### config.mk
export PLATFORM = sky130hd
export DESIGN_NAME = right_agc_time_control
export DESIGN_NICKNAME = d
export VERILOG_FILES = /design/src/right_agc_pkg.sv /design/src/agc_time_calc.sv /design/src/right_agc_time_control.sv
export SDC_FILE = /design/constraint.sdc
export NUM_CORES = 1
export LEC_CHECK = 0
export ABC_AREA = 1
export BUFFER_PORTS_ARGS = -buffer_cell sky130_fd_sc_hd__buf_2
export CAP_MARGIN = 10
export CORE_ASPECT_RATIO = 0.7
export CORE_MARGIN = 5
export CORE_UTILIZATION = 50
export CTS_CLUSTER_SIZE = 28
export DETAILED_ROUTE_END_ITERATION = 10
export PLACE_DENSITY = 0.73
export SETUP_SLACK_MARGIN = 0.2
export SLEW_MARGIN = 20
export SYNTH_ARGS = -nofsm -noshare
export SYNTH_HDL_FRONTEND = slang
export SYNTH_SLANG_ARGS = --single-unit
### constraint.sdc
create_clock -name clk -period 3.7 [get_ports clk]
set_clock_uncertainty 0.2 [all_clocks]
set_input_delay 0.925 -clock clk [delete_from_list [all_inputs] [get_ports clk]]
set_output_delay 0.925 -clock clk [all_outputs]
set_load 0.02 [all_outputs]
### src/right_agc_pkg.sv
package right_agc_pkg;

	// Register offsets on the device's control bus.
	localparam logic [7:0] ADDR_ATTACK = 8'h69;
	localparam logic [7:0] ADDR_DECAY  = 8'h6A;

	// Reset value of both registers.
	localparam logic [7:0] REG_RESET = 8'h00;

	// Field layout, shared by both registers.
	localparam int SEL_BIT  = 7;
	localparam int BASE_MSB = 6;
	localparam int BASE_LSB = 5;
	localparam int MULT_MSB = 4;
	localparam int MULT_LSB = 2;

	// Width of every time value in milliseconds; 350 ms times 128 needs sixteen bits.
	localparam int TIME_W = 16;

	// Baseline attack times in ms: 7, 8, 10 and 11.
	localparam logic [15:0] ATTACK_BASE_0 = 16'h0007;
	localparam logic [15:0] ATTACK_BASE_1 = 16'h0008;
	localparam logic [15:0] ATTACK_BASE_2 = 16'h000A;
	localparam logic [15:0] ATTACK_BASE_3 = 16'h000B;

	// Baseline decay times in ms: 50, 150, 250 and 350.
	localparam logic [15:0] DECAY_BASE_0 = 16'h0032;
	localparam logic [15:0] DECAY_BASE_1 = 16'h0096;
	localparam logic [15:0] DECAY_BASE_2 = 16'h00FA;
	localparam logic [15:0] DECAY_BASE_3 = 16'h015E;

	// Codec rate divisor codes, in half steps (divisor times two).
	localparam logic [3:0] DIV_1_0 = 4'h2;
	localparam logic [3:0] DIV_1_5 = 4'h3;
	localparam logic [3:0] DIV_2_0 = 4'h4;
	localparam logic [3:0] DIV_2_5 = 4'h5;
	localparam logic [3:0] DIV_3_0 = 4'h6;
	localparam logic [3:0] DIV_3_5 = 4'h7;
	localparam logic [3:0] DIV_4_0 = 4'h8;
	localparam logic [3:0] DIV_4_5 = 4'h9;
	localparam logic [3:0] DIV_5_0 = 4'hA;
	localparam logic [3:0] DIV_5_5 = 4'hB;
	localparam logic [3:0] DIV_6_0 = 4'hC;

	// Decay ceilings in ms: 4000, 5600, 8000, 9600, 11200, 16000, 19200, 22400.
	localparam logic [15:0] CEIL_4000  = 16'h0FA0;
	localparam logic [15:0] CEIL_5600  = 16'h15E0;
	localparam logic [15:0] CEIL_8000  = 16'h1F40;
	localparam logic [15:0] CEIL_9600  = 16'h2580;
	localparam logic [15:0] CEIL_11200 = 16'h2BC0;
	localparam logic [15:0] CEIL_16000 = 16'h3E80;
	localparam logic [15:0] CEIL_19200 = 16'h4B00;
	localparam logic [15:0] CEIL_22400 = 16'h5780;

	// Largest multiplier code, a factor of 128.
	localparam logic [2:0] MULT_MAX = 3'h7;

endpackage

### src/agc_time_calc.sv
`timescale 1ns/1ps

// Effective AGC time for one channel and direction: source select, scaling, ceiling.
module agc_time_calc #(
	parameter int TIME_W = right_agc_pkg::TIME_W
) (
	input  wire logic              use_new,
	input  wire logic [TIME_W-1:0] baseline_ms,
	input  wire logic [2:0]        mult_code,
	input  wire logic [TIME_W-1:0] legacy_ms,
	input  wire logic              apply_ceiling,
	input  wire logic [TIME_W-1:0] ceiling_ms,
	output logic      [TIME_W-1:0] time_ms
);

	// Seven spare bits keep the largest shift from wrapping before the clamp.
	logic [TIME_W+6:0] scaled;
	logic [TIME_W+6:0] raw;

	// Scale the baseline by two to the multiplier code, pick the source, then clamp.
	always_comb begin
		scaled = {7'h00, baseline_ms} << mult_code;
		raw    = use_new ? scaled : {7'h00, legacy_ms};
		if (apply_ceiling && (raw > {7'h00, ceiling_ms})) begin
			time_ms = ceiling_ms;
		end else begin
			time_ms = raw[TIME_W-1:0];
		end
	end

endmodule

### src/right_agc_time_control.sv
`timescale 1ns/1ps

// What this block does
// - Attack select bit 7: 0 uses legacy attack time, 1 uses this register.
// - Attack baseline bits 6..5 give 7, 8, 10 or 11 ms.
// - Attack multiplier bits 4..2 scale the baseline by 1 up to 128.
// - Decay select bit 7: 0 uses legacy decay time, 1 uses this register.
// - Decay baseline bits 6..5 give 50, 150, 250 or 350 ms.
// - Decay multiplier bits 4..2 scale the baseline by 1 up to 128.
// - Decay ceiling is 4, 5.6, 8, 9.6 s at divisor 1, 1.5, 2, 2.5.
// - Ceiling is 11.2, 16, 19.2, 22.4 s for divisors 3 up to 6.
module right_agc_time_control #(
	parameter int TIME_W = right_agc_pkg::TIME_W
) (
	input  wire logic              clk,
	input  wire logic              rst_n,
	input  wire logic              reg_wr,
	input  wire logic              reg_rd,
	input  wire logic [7:0]        reg_addr,
	input  wire logic [7:0]        reg_wdata,
	output logic      [7:0]        reg_rdata,
	input  wire logic [3:0]        codec_rate_divisor,
	input  wire logic [TIME_W-1:0] legacy_attack_ms,
	input  wire logic [TIME_W-1:0] legacy_decay_ms,
	output logic                   attack_sel_new,
	output logic                   decay_sel_new,
	output logic      [TIME_W-1:0] attack_time_ms,
	output logic      [TIME_W-1:0] decay_time_ms
);

	// The products and ceilings need sixteen bits; narrower widths would wrap.
	if (TIME_W < right_agc_pkg::TIME_W) begin : g_width_check
		$error("TIME_W is too narrow for the scaled AGC times");
	end

	typedef struct packed {
		logic [7:0]        attack;
		logic [7:0]        decay;
		logic [7:0]        rdata;
		logic [TIME_W-1:0] attack_ms;
		logic [TIME_W-1:0] decay_ms;
	} state_t;

	state_t            st;
	state_t            next_st;
	logic [TIME_W-1:0] attack_base;
	logic [TIME_W-1:0] decay_base;
	logic [TIME_W-1:0] decay_ceiling;
	logic [TIME_W-1:0] attack_calc;
	logic [TIME_W-1:0] decay_calc;

	// Baseline attack time from the two-bit field.
	always_comb begin
		case (st.attack[right_agc_pkg::BASE_MSB:right_agc_pkg::BASE_LSB])
			2'h0:    attack_base = TIME_W'(right_agc_pkg::ATTACK_BASE_0);
			2'h1:    attack_base = TIME_W'(right_agc_pkg::ATTACK_BASE_1);
			2'h2:    attack_base = TIME_W'(right_agc_pkg::ATTACK_BASE_2);
			2'h3:    attack_base = TIME_W'(right_agc_pkg::ATTACK_BASE_3);
			default: attack_base = TIME_W'(right_agc_pkg::ATTACK_BASE_0);
		endcase
	end

	// Baseline decay time from the two-bit field.
	always_comb begin
		case (st.decay[right_agc_pkg::BASE_MSB:right_agc_pkg::BASE_LSB])
			2'h0:    decay_base = TIME_W'(right_agc_pkg::DECAY_BASE_0);
			2'h1:    decay_base = TIME_W'(right_agc_pkg::DECAY_BASE_1);
			2'h2:    decay_base = TIME_W'(right_agc_pkg::DECAY_BASE_2);
			2'h3:    decay_base = TIME_W'(right_agc_pkg::DECAY_BASE_3);
			default: decay_base = TIME_W'(right_agc_pkg::DECAY_BASE_0);
		endcase
	end

	// Decay ceiling by divisor; codes outside 1..6 take the nearest documented end.
	always_comb begin
		case (codec_rate_divisor)
			right_agc_pkg::DIV_1_0: decay_ceiling = TIME_W'(right_agc_pkg::CEIL_4000);
			right_agc_pkg::DIV_1_5: decay_ceiling = TIME_W'(right_agc_pkg::CEIL_5600);
			right_agc_pkg::DIV_2_0: decay_ceiling = TIME_W'(right_agc_pkg::CEIL_8000);
			right_agc_pkg::DIV_2_5: decay_ceiling = TIME_W'(right_agc_pkg::CEIL_9600);
			right_agc_pkg::DIV_3_0,
			right_agc_pkg::DIV_3_5: decay_ceiling = TIME_W'(right_agc_pkg::CEIL_11200);
			right_agc_pkg::DIV_4_0,
			right_agc_pkg::DIV_4_5: decay_ceiling = TIME_W'(right_agc_pkg::CEIL_16000);
			right_agc_pkg::DIV_5_0: decay_ceiling = TIME_W'(right_agc_pkg::CEIL_19200);
			right_agc_pkg::DIV_5_5,
			right_agc_pkg::DIV_6_0: decay_ceiling = TIME_W'(right_agc_pkg::CEIL_22400);
			default: begin
				if (codec_rate_divisor < right_agc_pkg::DIV_1_0) begin
					decay_ceiling = TIME_W'(right_agc_pkg::CEIL_4000);
				end else begin
					decay_ceiling = TIME_W'(right_agc_pkg::CEIL_22400);
				end
			end
		endcase
	end

	// Attack path; the ceiling applies only to decay.
	agc_time_calc #(
		.TIME_W(TIME_W)
	) u_attack (
		.use_new       (st.attack[right_agc_pkg::SEL_BIT]),
		.baseline_ms   (attack_base),
		.mult_code     (st.attack[right_agc_pkg::MULT_MSB:right_agc_pkg::MULT_LSB]),
		.legacy_ms     (legacy_attack_ms),
		.apply_ceiling (1'b0),
		.ceiling_ms    (decay_ceiling),
		.time_ms       (attack_calc)
	);

	// Decay path; the ceiling bounds either source.
	agc_time_calc #(
		.TIME_W(TIME_W)
	) u_decay (
		.use_new       (st.decay[right_agc_pkg::SEL_BIT]),
		.baseline_ms   (decay_base),
		.mult_code     (st.decay[right_agc_pkg::MULT_MSB:right_agc_pkg::MULT_LSB]),
		.legacy_ms     (legacy_decay_ms),
		.apply_ceiling (1'b1),
		.ceiling_ms    (decay_ceiling),
		.time_ms       (decay_calc)
	);

	// Register writes, read data and the registered times.
	// Reserved low bits are stored as written so software reads back what it wrote.
	always_comb begin
		next_st           = st;
		next_st.attack_ms = attack_calc;
		next_st.decay_ms  = decay_calc;
		if (reg_wr && (reg_addr == right_agc_pkg::ADDR_ATTACK)) begin
			next_st.attack = reg_wdata;
		end
		if (reg_wr && (reg_addr == right_agc_pkg::ADDR_DECAY)) begin
			next_st.decay = reg_wdata;
		end
		if (reg_rd) begin
			case (reg_addr)
				right_agc_pkg::ADDR_ATTACK: next_st.rdata = st.attack;
				right_agc_pkg::ADDR_DECAY:  next_st.rdata = st.decay;
				default:                    next_st.rdata = right_agc_pkg::REG_RESET;
			endcase
		end
	end

	// Synchronous reset clears every field, so legacy timing is in force at start.
	always_ff @(posedge clk) begin
		if (!rst_n) begin
			st <= '0;
		end else begin
			st <= next_st;
		end
	end

	assign reg_rdata      = st.rdata;
	assign attack_sel_new = st.attack[right_agc_pkg::SEL_BIT];
	assign decay_sel_new  = st.decay[right_agc_pkg::SEL_BIT];
	assign attack_time_ms = st.attack_ms;
	assign decay_time_ms  = st.decay_ms;

	localparam logic [2:0] MULT_8 = 3'h3;
endmodule

---- After elaboration in Yosys (flattened, before gate mapping) ----
Index checks and enable logic that the tools add are counted.
storage, ports and cells
  flip-flop bits (word level) ............. 56
  logic and storage cells ................. 43
operators by class
  magnitude comparators ................... 2
  eq/ne operators ......................... 19
  shift-type cells ........................ 2
  muxes and demuxes ....................... 8
  reductions and logical operators ........ 7
operators by type and width
  kind                                                count
  one-hot mux 16 bit (4 select lines)                 2
  one-hot mux 15 bit (8 select lines)                 1
  two-way mux 16 bit                                  2
  > comparator 23 x 15 -> 1 bit                       1
  two-way mux 23 bit                                  1
  left shift 16 x 3 -> 23 bit                         1
  == test 4 bit, second input constant                5
  == test 4 x 3 -> 1 bit, second input constant       4
  == test 8 x 7 -> 1 bit, second input constant       2
  one-hot mux 8 bit (2 select lines)                  1
  left shift 16 x 3 -> 16 bit                         1
  two-way mux 15 bit                                  1
  == test 2 bit, second input constant                4
  == test 4 x 2 -> 1 bit, second input constant       2
  OR reduction 2 bit                                  3
  == test 2 x 1 -> 1 bit, second input constant       2
  zero test 2 bit                                     2
  < comparator 4 x 2 -> 1 bit, second input constant  1
  logical AND 1 bit                                   2

---- Depth between registers and ports, before layout ----
  word-level depth ........................ 6
  depth in mapped cells ................... 22
  mapped depth without buffers ............ 21

---- By module ----
A second synthesis with hierarchy kept.
second synthesis, totals
  cells, all modules ...................... 931
  area total of the unflattened synthesis .. 5,526.6 um2
modules (own cells, without submodules)
  module                     times used  cells an instance  area an instance (um2)  sequential area each (um2)
  right_agc_time_control     1           367                2,633.8                 1,121.1
  agc_time_calc at u_decay   1           289                1,529.0                 0.0
  agc_time_calc at u_attack  1           275                1,363.8                 0.0

---- Least setup slack after synthesis ----
No wires, ideal clock.
  path kind ............................... input -> register
  start ................................... in codec_rate_divisor[1]
  end ..................................... reg st, in the netlist decay_time_ms[5]
  library setup time ...................... 113 ps
  arrival ................................. 2,616 ps
  required time ........................... 3,387 ps
  setup slack ............................. 771 ps
  cell stages on the path ................. 17
  path buffers ............................ 2
  cell sequence ........................... clkbuf_1 inv_1 nor2_1 inv_1 o21ai_0 inv_1 ha_1 nand4_1 nor2_1 nand3_1 nor2_1 nand2_1 nand2_2 buf_6 nand2_1 nand2_1 nor2_1
on the way
  word-level cells in the longest chain between the ends .. 5
  elaborated cells between the ends (all ways) .. 19
RTL lines
  item                                                      RTL line                                                    source
  start: declaration                                        right_agc_time_control.sv:22                                input wire logic [3:0] codec_rate_divisor,
  < comparator 4 x 2 -> 1 bit (tied with other cells)       right_agc_time_control.sv:89                                if (codec_rate_divisor < right_agc_pkg::DIV_1_0) begin
  two-way mux 15 bit or OR reduction 2 bit (tied branches)  right_agc_time_control.sv:89, right_agc_time_control.sv:76
  one-hot mux 15 bit (8 select lines) (*)                   right_agc_time_control.sv:76                                case (codec_rate_divisor)
  > comparator 23 x 15 -> 1 bit                             agc_time_calc.sv:24                                         if (apply_ceiling && (raw > {7'h00, ceiling_ms})) begin
  two-way mux 16 bit (*)                                    agc_time_calc.sv:24
  end signal: assignment                                    right_agc_time_control.sv:150                               st <= next_st;
  end: declaration                                          right_agc_time_control.sv:44                                state_t st;
Mark *: on every way between the ends. The rest lies on a longest branch, timed or not.
A chain may end at the register's enable or synchronous reset.

---- Final worst setup path ----
  start ................................... reg st[45] (netlist name)
  end ..................................... reg st, in the netlist decay_time_ms[6]
on the way
  word-level cells in the longest chain between the ends .. 6
  elaborated cells between the ends (all ways) .. 9
RTL lines
  item                                     RTL line                      source
  == test 2 bit (tied with other cells)    right_agc_time_control.sv:65  case (st.decay[right_agc_pkg::BASE_MSB:right_agc_pkg::BASE_LSB])
  one-hot mux 16 bit (4 select lines) (*)  right_agc_time_control.sv:65
  left shift 16 x 3 -> 23 bit (*)          agc_time_calc.sv:22           scaled = {7'h00, baseline_ms} << mult_code;
  two-way mux 23 bit (*)                   agc_time_calc.sv:23           raw = use_new ? scaled : {7'h00, legacy_ms};
  > comparator 23 x 15 -> 1 bit            agc_time_calc.sv:24
  two-way mux 16 bit (*)                   agc_time_calc.sv:24
Mark *: on every way between the ends. The rest lies on a longest branch, timed or not. The select of a mux whose other input is x is not followed.

==> results_dict.tcl <==
set metrics [dict create \
    status "finished, final reports clean" \
    drive_above_1_share_pct 23.1 \
    gp_congestion 0.914 \
    via_per_inst 4.99 \
    synth_edf_count 0 \
    globalRouteTotalUtil_pct 19.3 \
    die_height_um 79.0 \
    crit_chain "inv_1 -> ha_1 -> or2_1 -> o21ai_0 -> o21ai_1 -> or2_2 -> nand2_1 -> inv_1 -> ha_1 -> nand2_1 -> o21ai_0 -> nand2_1 -> nand4_1 -> nand2_2 -> nor2_1 -> nor2_1" \
    crit_family "simple AND/OR/NAND/NOR gates" \
    syn2layout_area_growth_pct 10.9 \
    ys_seq_area_share_pct 33.0 \
    grt_start_max_net_pins 40 \
    startpoint_type "register" \
    grt_pass1_vias 2844 \
    fmax_mhz 305 \
    maxCapViolations 0 \
    cts_buffers 5 \
    io_pins 98 \
    die_x_um 109 \
    cts_sinks 56 \
    min_period_ns 3.27 \
    synth-async-reset-ratio_pct 0 \
    path_class "register to register" \
    arrival_ns 3.28 \
    leakagePower_uw 0.00199 \
    htreeDepth 2 \
    register_area_sq_um 1130 \
    initial_core_util_pct 50.8 \
    slowest_delay_ns 0.37 \
    drt-total-wl_um 8370 \
    ys_seq_elements 56 \
    drc 0 \
    finalSetupTns_ns 0 \
    cp-end-kind "register" \
    clk_pin_slew_ns 0.10 \
    fin_area_sq_um 3770 \
    numPortBuffers 97 \
    syn_area_sq_um 3400 \
    rsz0062_at_grt "false" \
    path_max_fanout 11 \
    cts_root_buffer "clkbuf_8" \
    drt_iter0_drc 345 \
    peakVddDrop_mv 0.150 \
    holdCritPathClass "register to register" \
    final_nets 630 \
    postPlaceCellArea_sq_um 3610 \
    ant_nets 0 \
    grt_pass1_wl_um 13300 \
    cp_num_buf_inv 2 \
    num-fill-cells 695 \
    dr.pass1.iters 6 \
    slew_headroom_pct 56.9 \
    cp_common_cell "nand2_1" \
    power.density_nw_per_um2 326 \
    synth_fp_nets 577 \
    dp_hpwl_um 6580 \
    synth.avg_cell_area_sq_um 6.75 \
    cts_tree "built" \
    overflow 0 \
    synth_cell_types 37 \
    num_rows 25 \
    clk_latency_ns 0.30 \
    wl_per_cell_um 12.8 \
    fin_crit_sh_pct 88.5 \
    finalSetupViolCount 0 \
    antenna_found_initial 0 \
    multi_input_area_sq_um 1610 \
    synth_flop_cell "dfxtp_1" \
    finalWorstSetupSlack_ns 0.425 \
    syn_inst 504 \
    dieArea_sq_um 8570 \
    finalHoldViolCount 0 \
    n_antenna_cell 0 \
    dp_slack_ns 0.123 \
    final_max_slew_viol_count 0 \
    core-area_sq_um 6690 \
    clock_path_buffers 2 \
    worst_pin_slew_ns 0.647 \
    vias 3256 \
    cpMaxStageDelayCell "dfxtp_4" \
    required_ns 3.70 \
    yosys_warnings 0 \
]
## cells by family (layout without fill, tap and decap cells)
group	Yosys count	count (layout)	share of synthesized area, %
XOR/XNOR	1	1	0.258
adder cells (fa/ha/maj)	17	17	6.26
AO/OA/AOI/OAI	104	104	16.7
buffers and inverters	134	187	20.2
multiplexers	1	1	0.294
other	1	1	0.110
flip-flops	56	56	33.0
AND/OR/NAND/NOR	190	191	23.1
## registers in the layout, summed over array words and instances, names as in the netlist
register,flops
attack_sel_new,1
attack_time_ms,16
decay_sel_new,1
decay_time_ms,16
reg_rdata,8
st,14
## final cells by class
cell class / instances / share of cell area (%)
clock buffers: 6 / 2.19
clock inverters: 2 / 0.365
inverters: 77 / 7.73
multi-input cells: 315 / 42.8
flip-flops and latches: 56 / 29.9
well taps: 94 / 3.12
repair buffers: 102 / 13.9
## stage by stage
stage               power (uW)  instances  hold slack (ns)  utilization (%)
finish                    1230        652            0.265             56.3
global placement           874        639            0.242             54.0
detailed placement         878        639            0.247             54.0
CTS                       1230        647            0.263             55.5
floorplan                  837        504            0.230                -
global route              1300        652            0.299             56.3
## cell usage after synthesis, types with 2 or more instances
cell | count | area share (%)
buf_6 | 3 | 0.99
nor2_1 | 73 | 8.1
ha_1 | 17 | 6.3
buf_4 | 42 | 9.3
inv_2 | 3 | 0.33
a21oi_1 | 28 | 4.1
o21ai_1 | 3 | 0.44
nand2_1 | 80 | 8.8
dfxtp_1 | 56 | 33
buf_2 | 2 | 0.29
nand4_1 | 2 | 0.37
o22ai_1 | 14 | 2.6
nand3_1 | 21 | 3.1
a22oi_1 | 2 | 0.44
nand2_2 | 2 | 0.37
o21bai_1 | 2 | 0.44
clkbuf_1 | 10 | 1.1
inv_1 | 73 | 8.1
nor3_1 | 4 | 0.59
o21ai_0 | 49 | 7.2
or2_2 | 2 | 0.37
## power by group
| group | internal, uW | total, uW | switching, uW | leakage, uW |
|---|---|---|---|---|
| Combinational | 91.4 | 239 | 148 | 0.00148 |
| Clock | 154 | 354 | 200 | 0.0000516 |
| Sequential | 629 | 636 | 7.20 | 0.000462 |
## cells in the final DEF, fill, tap and decap left out, types with 2 or more instances in the layout
master	synthesis	final
buf_2	2	97
nand2_1	80	79
inv_1	73	72
nor2_1	73	72
dfxtp_1	56	54
o21ai_0	49	49
a21oi_1	28	26
nand3_1	21	21
ha_1	17	17
o22ai_1	14	14
clkbuf_8	0	6
buf_4	42	5
inv_2	3	4
nor3_1	4	4
o21ai_1	3	3
nand2_2	2	3
nand2_4	1	2
or2_2	2	2
o21bai_1	2	2
nand4_1	2	2
a22oi_1	2	2
a21oi_2	0	2
dfxtp_4	0	2
## tightest hold or removal path: cells and delay by family (launching register included)
kind / cells / cell delay [ns]
AOI/OAI and AO/OA: 1 / 0.06
DFF: 1 / 0.31
buffers and inverters: 1 / 0.06
## worst paths after layout
check | start | end | slack (ns) | cells past startpoint
max | st[45] | decay_time_ms[6] | 0.43 | 16
min | st[40] | st[40] | 0.27 | 2
max reg2reg | st[45] | decay_time_ms[6] | 0.43 | 16
min reg2reg | st[40] | st[40] | 0.27 | 2
## repair_timing
action / 4_1_cts / 5_1_grt
endpoints found under the hold margin: 0 / 0
buffers inserted: 0 / 4
resized for setup: 1 / 9
pin swaps: 0 / 3
gates cloned: 0 / 1
hold buffers: 0 / 0
setup endpoints to repair: 1 / 15
## layer usage
metal	up-vias	share of wire, %	GRT usage (%)
met3	7	11	3.82
met5	-	0	0
li1	1662	-	-
met4	0	0.74	3.40
met2	144	40	27.5
met1	1443	48	29.9
Note: power is estimated with default switching activity, not from simulation.
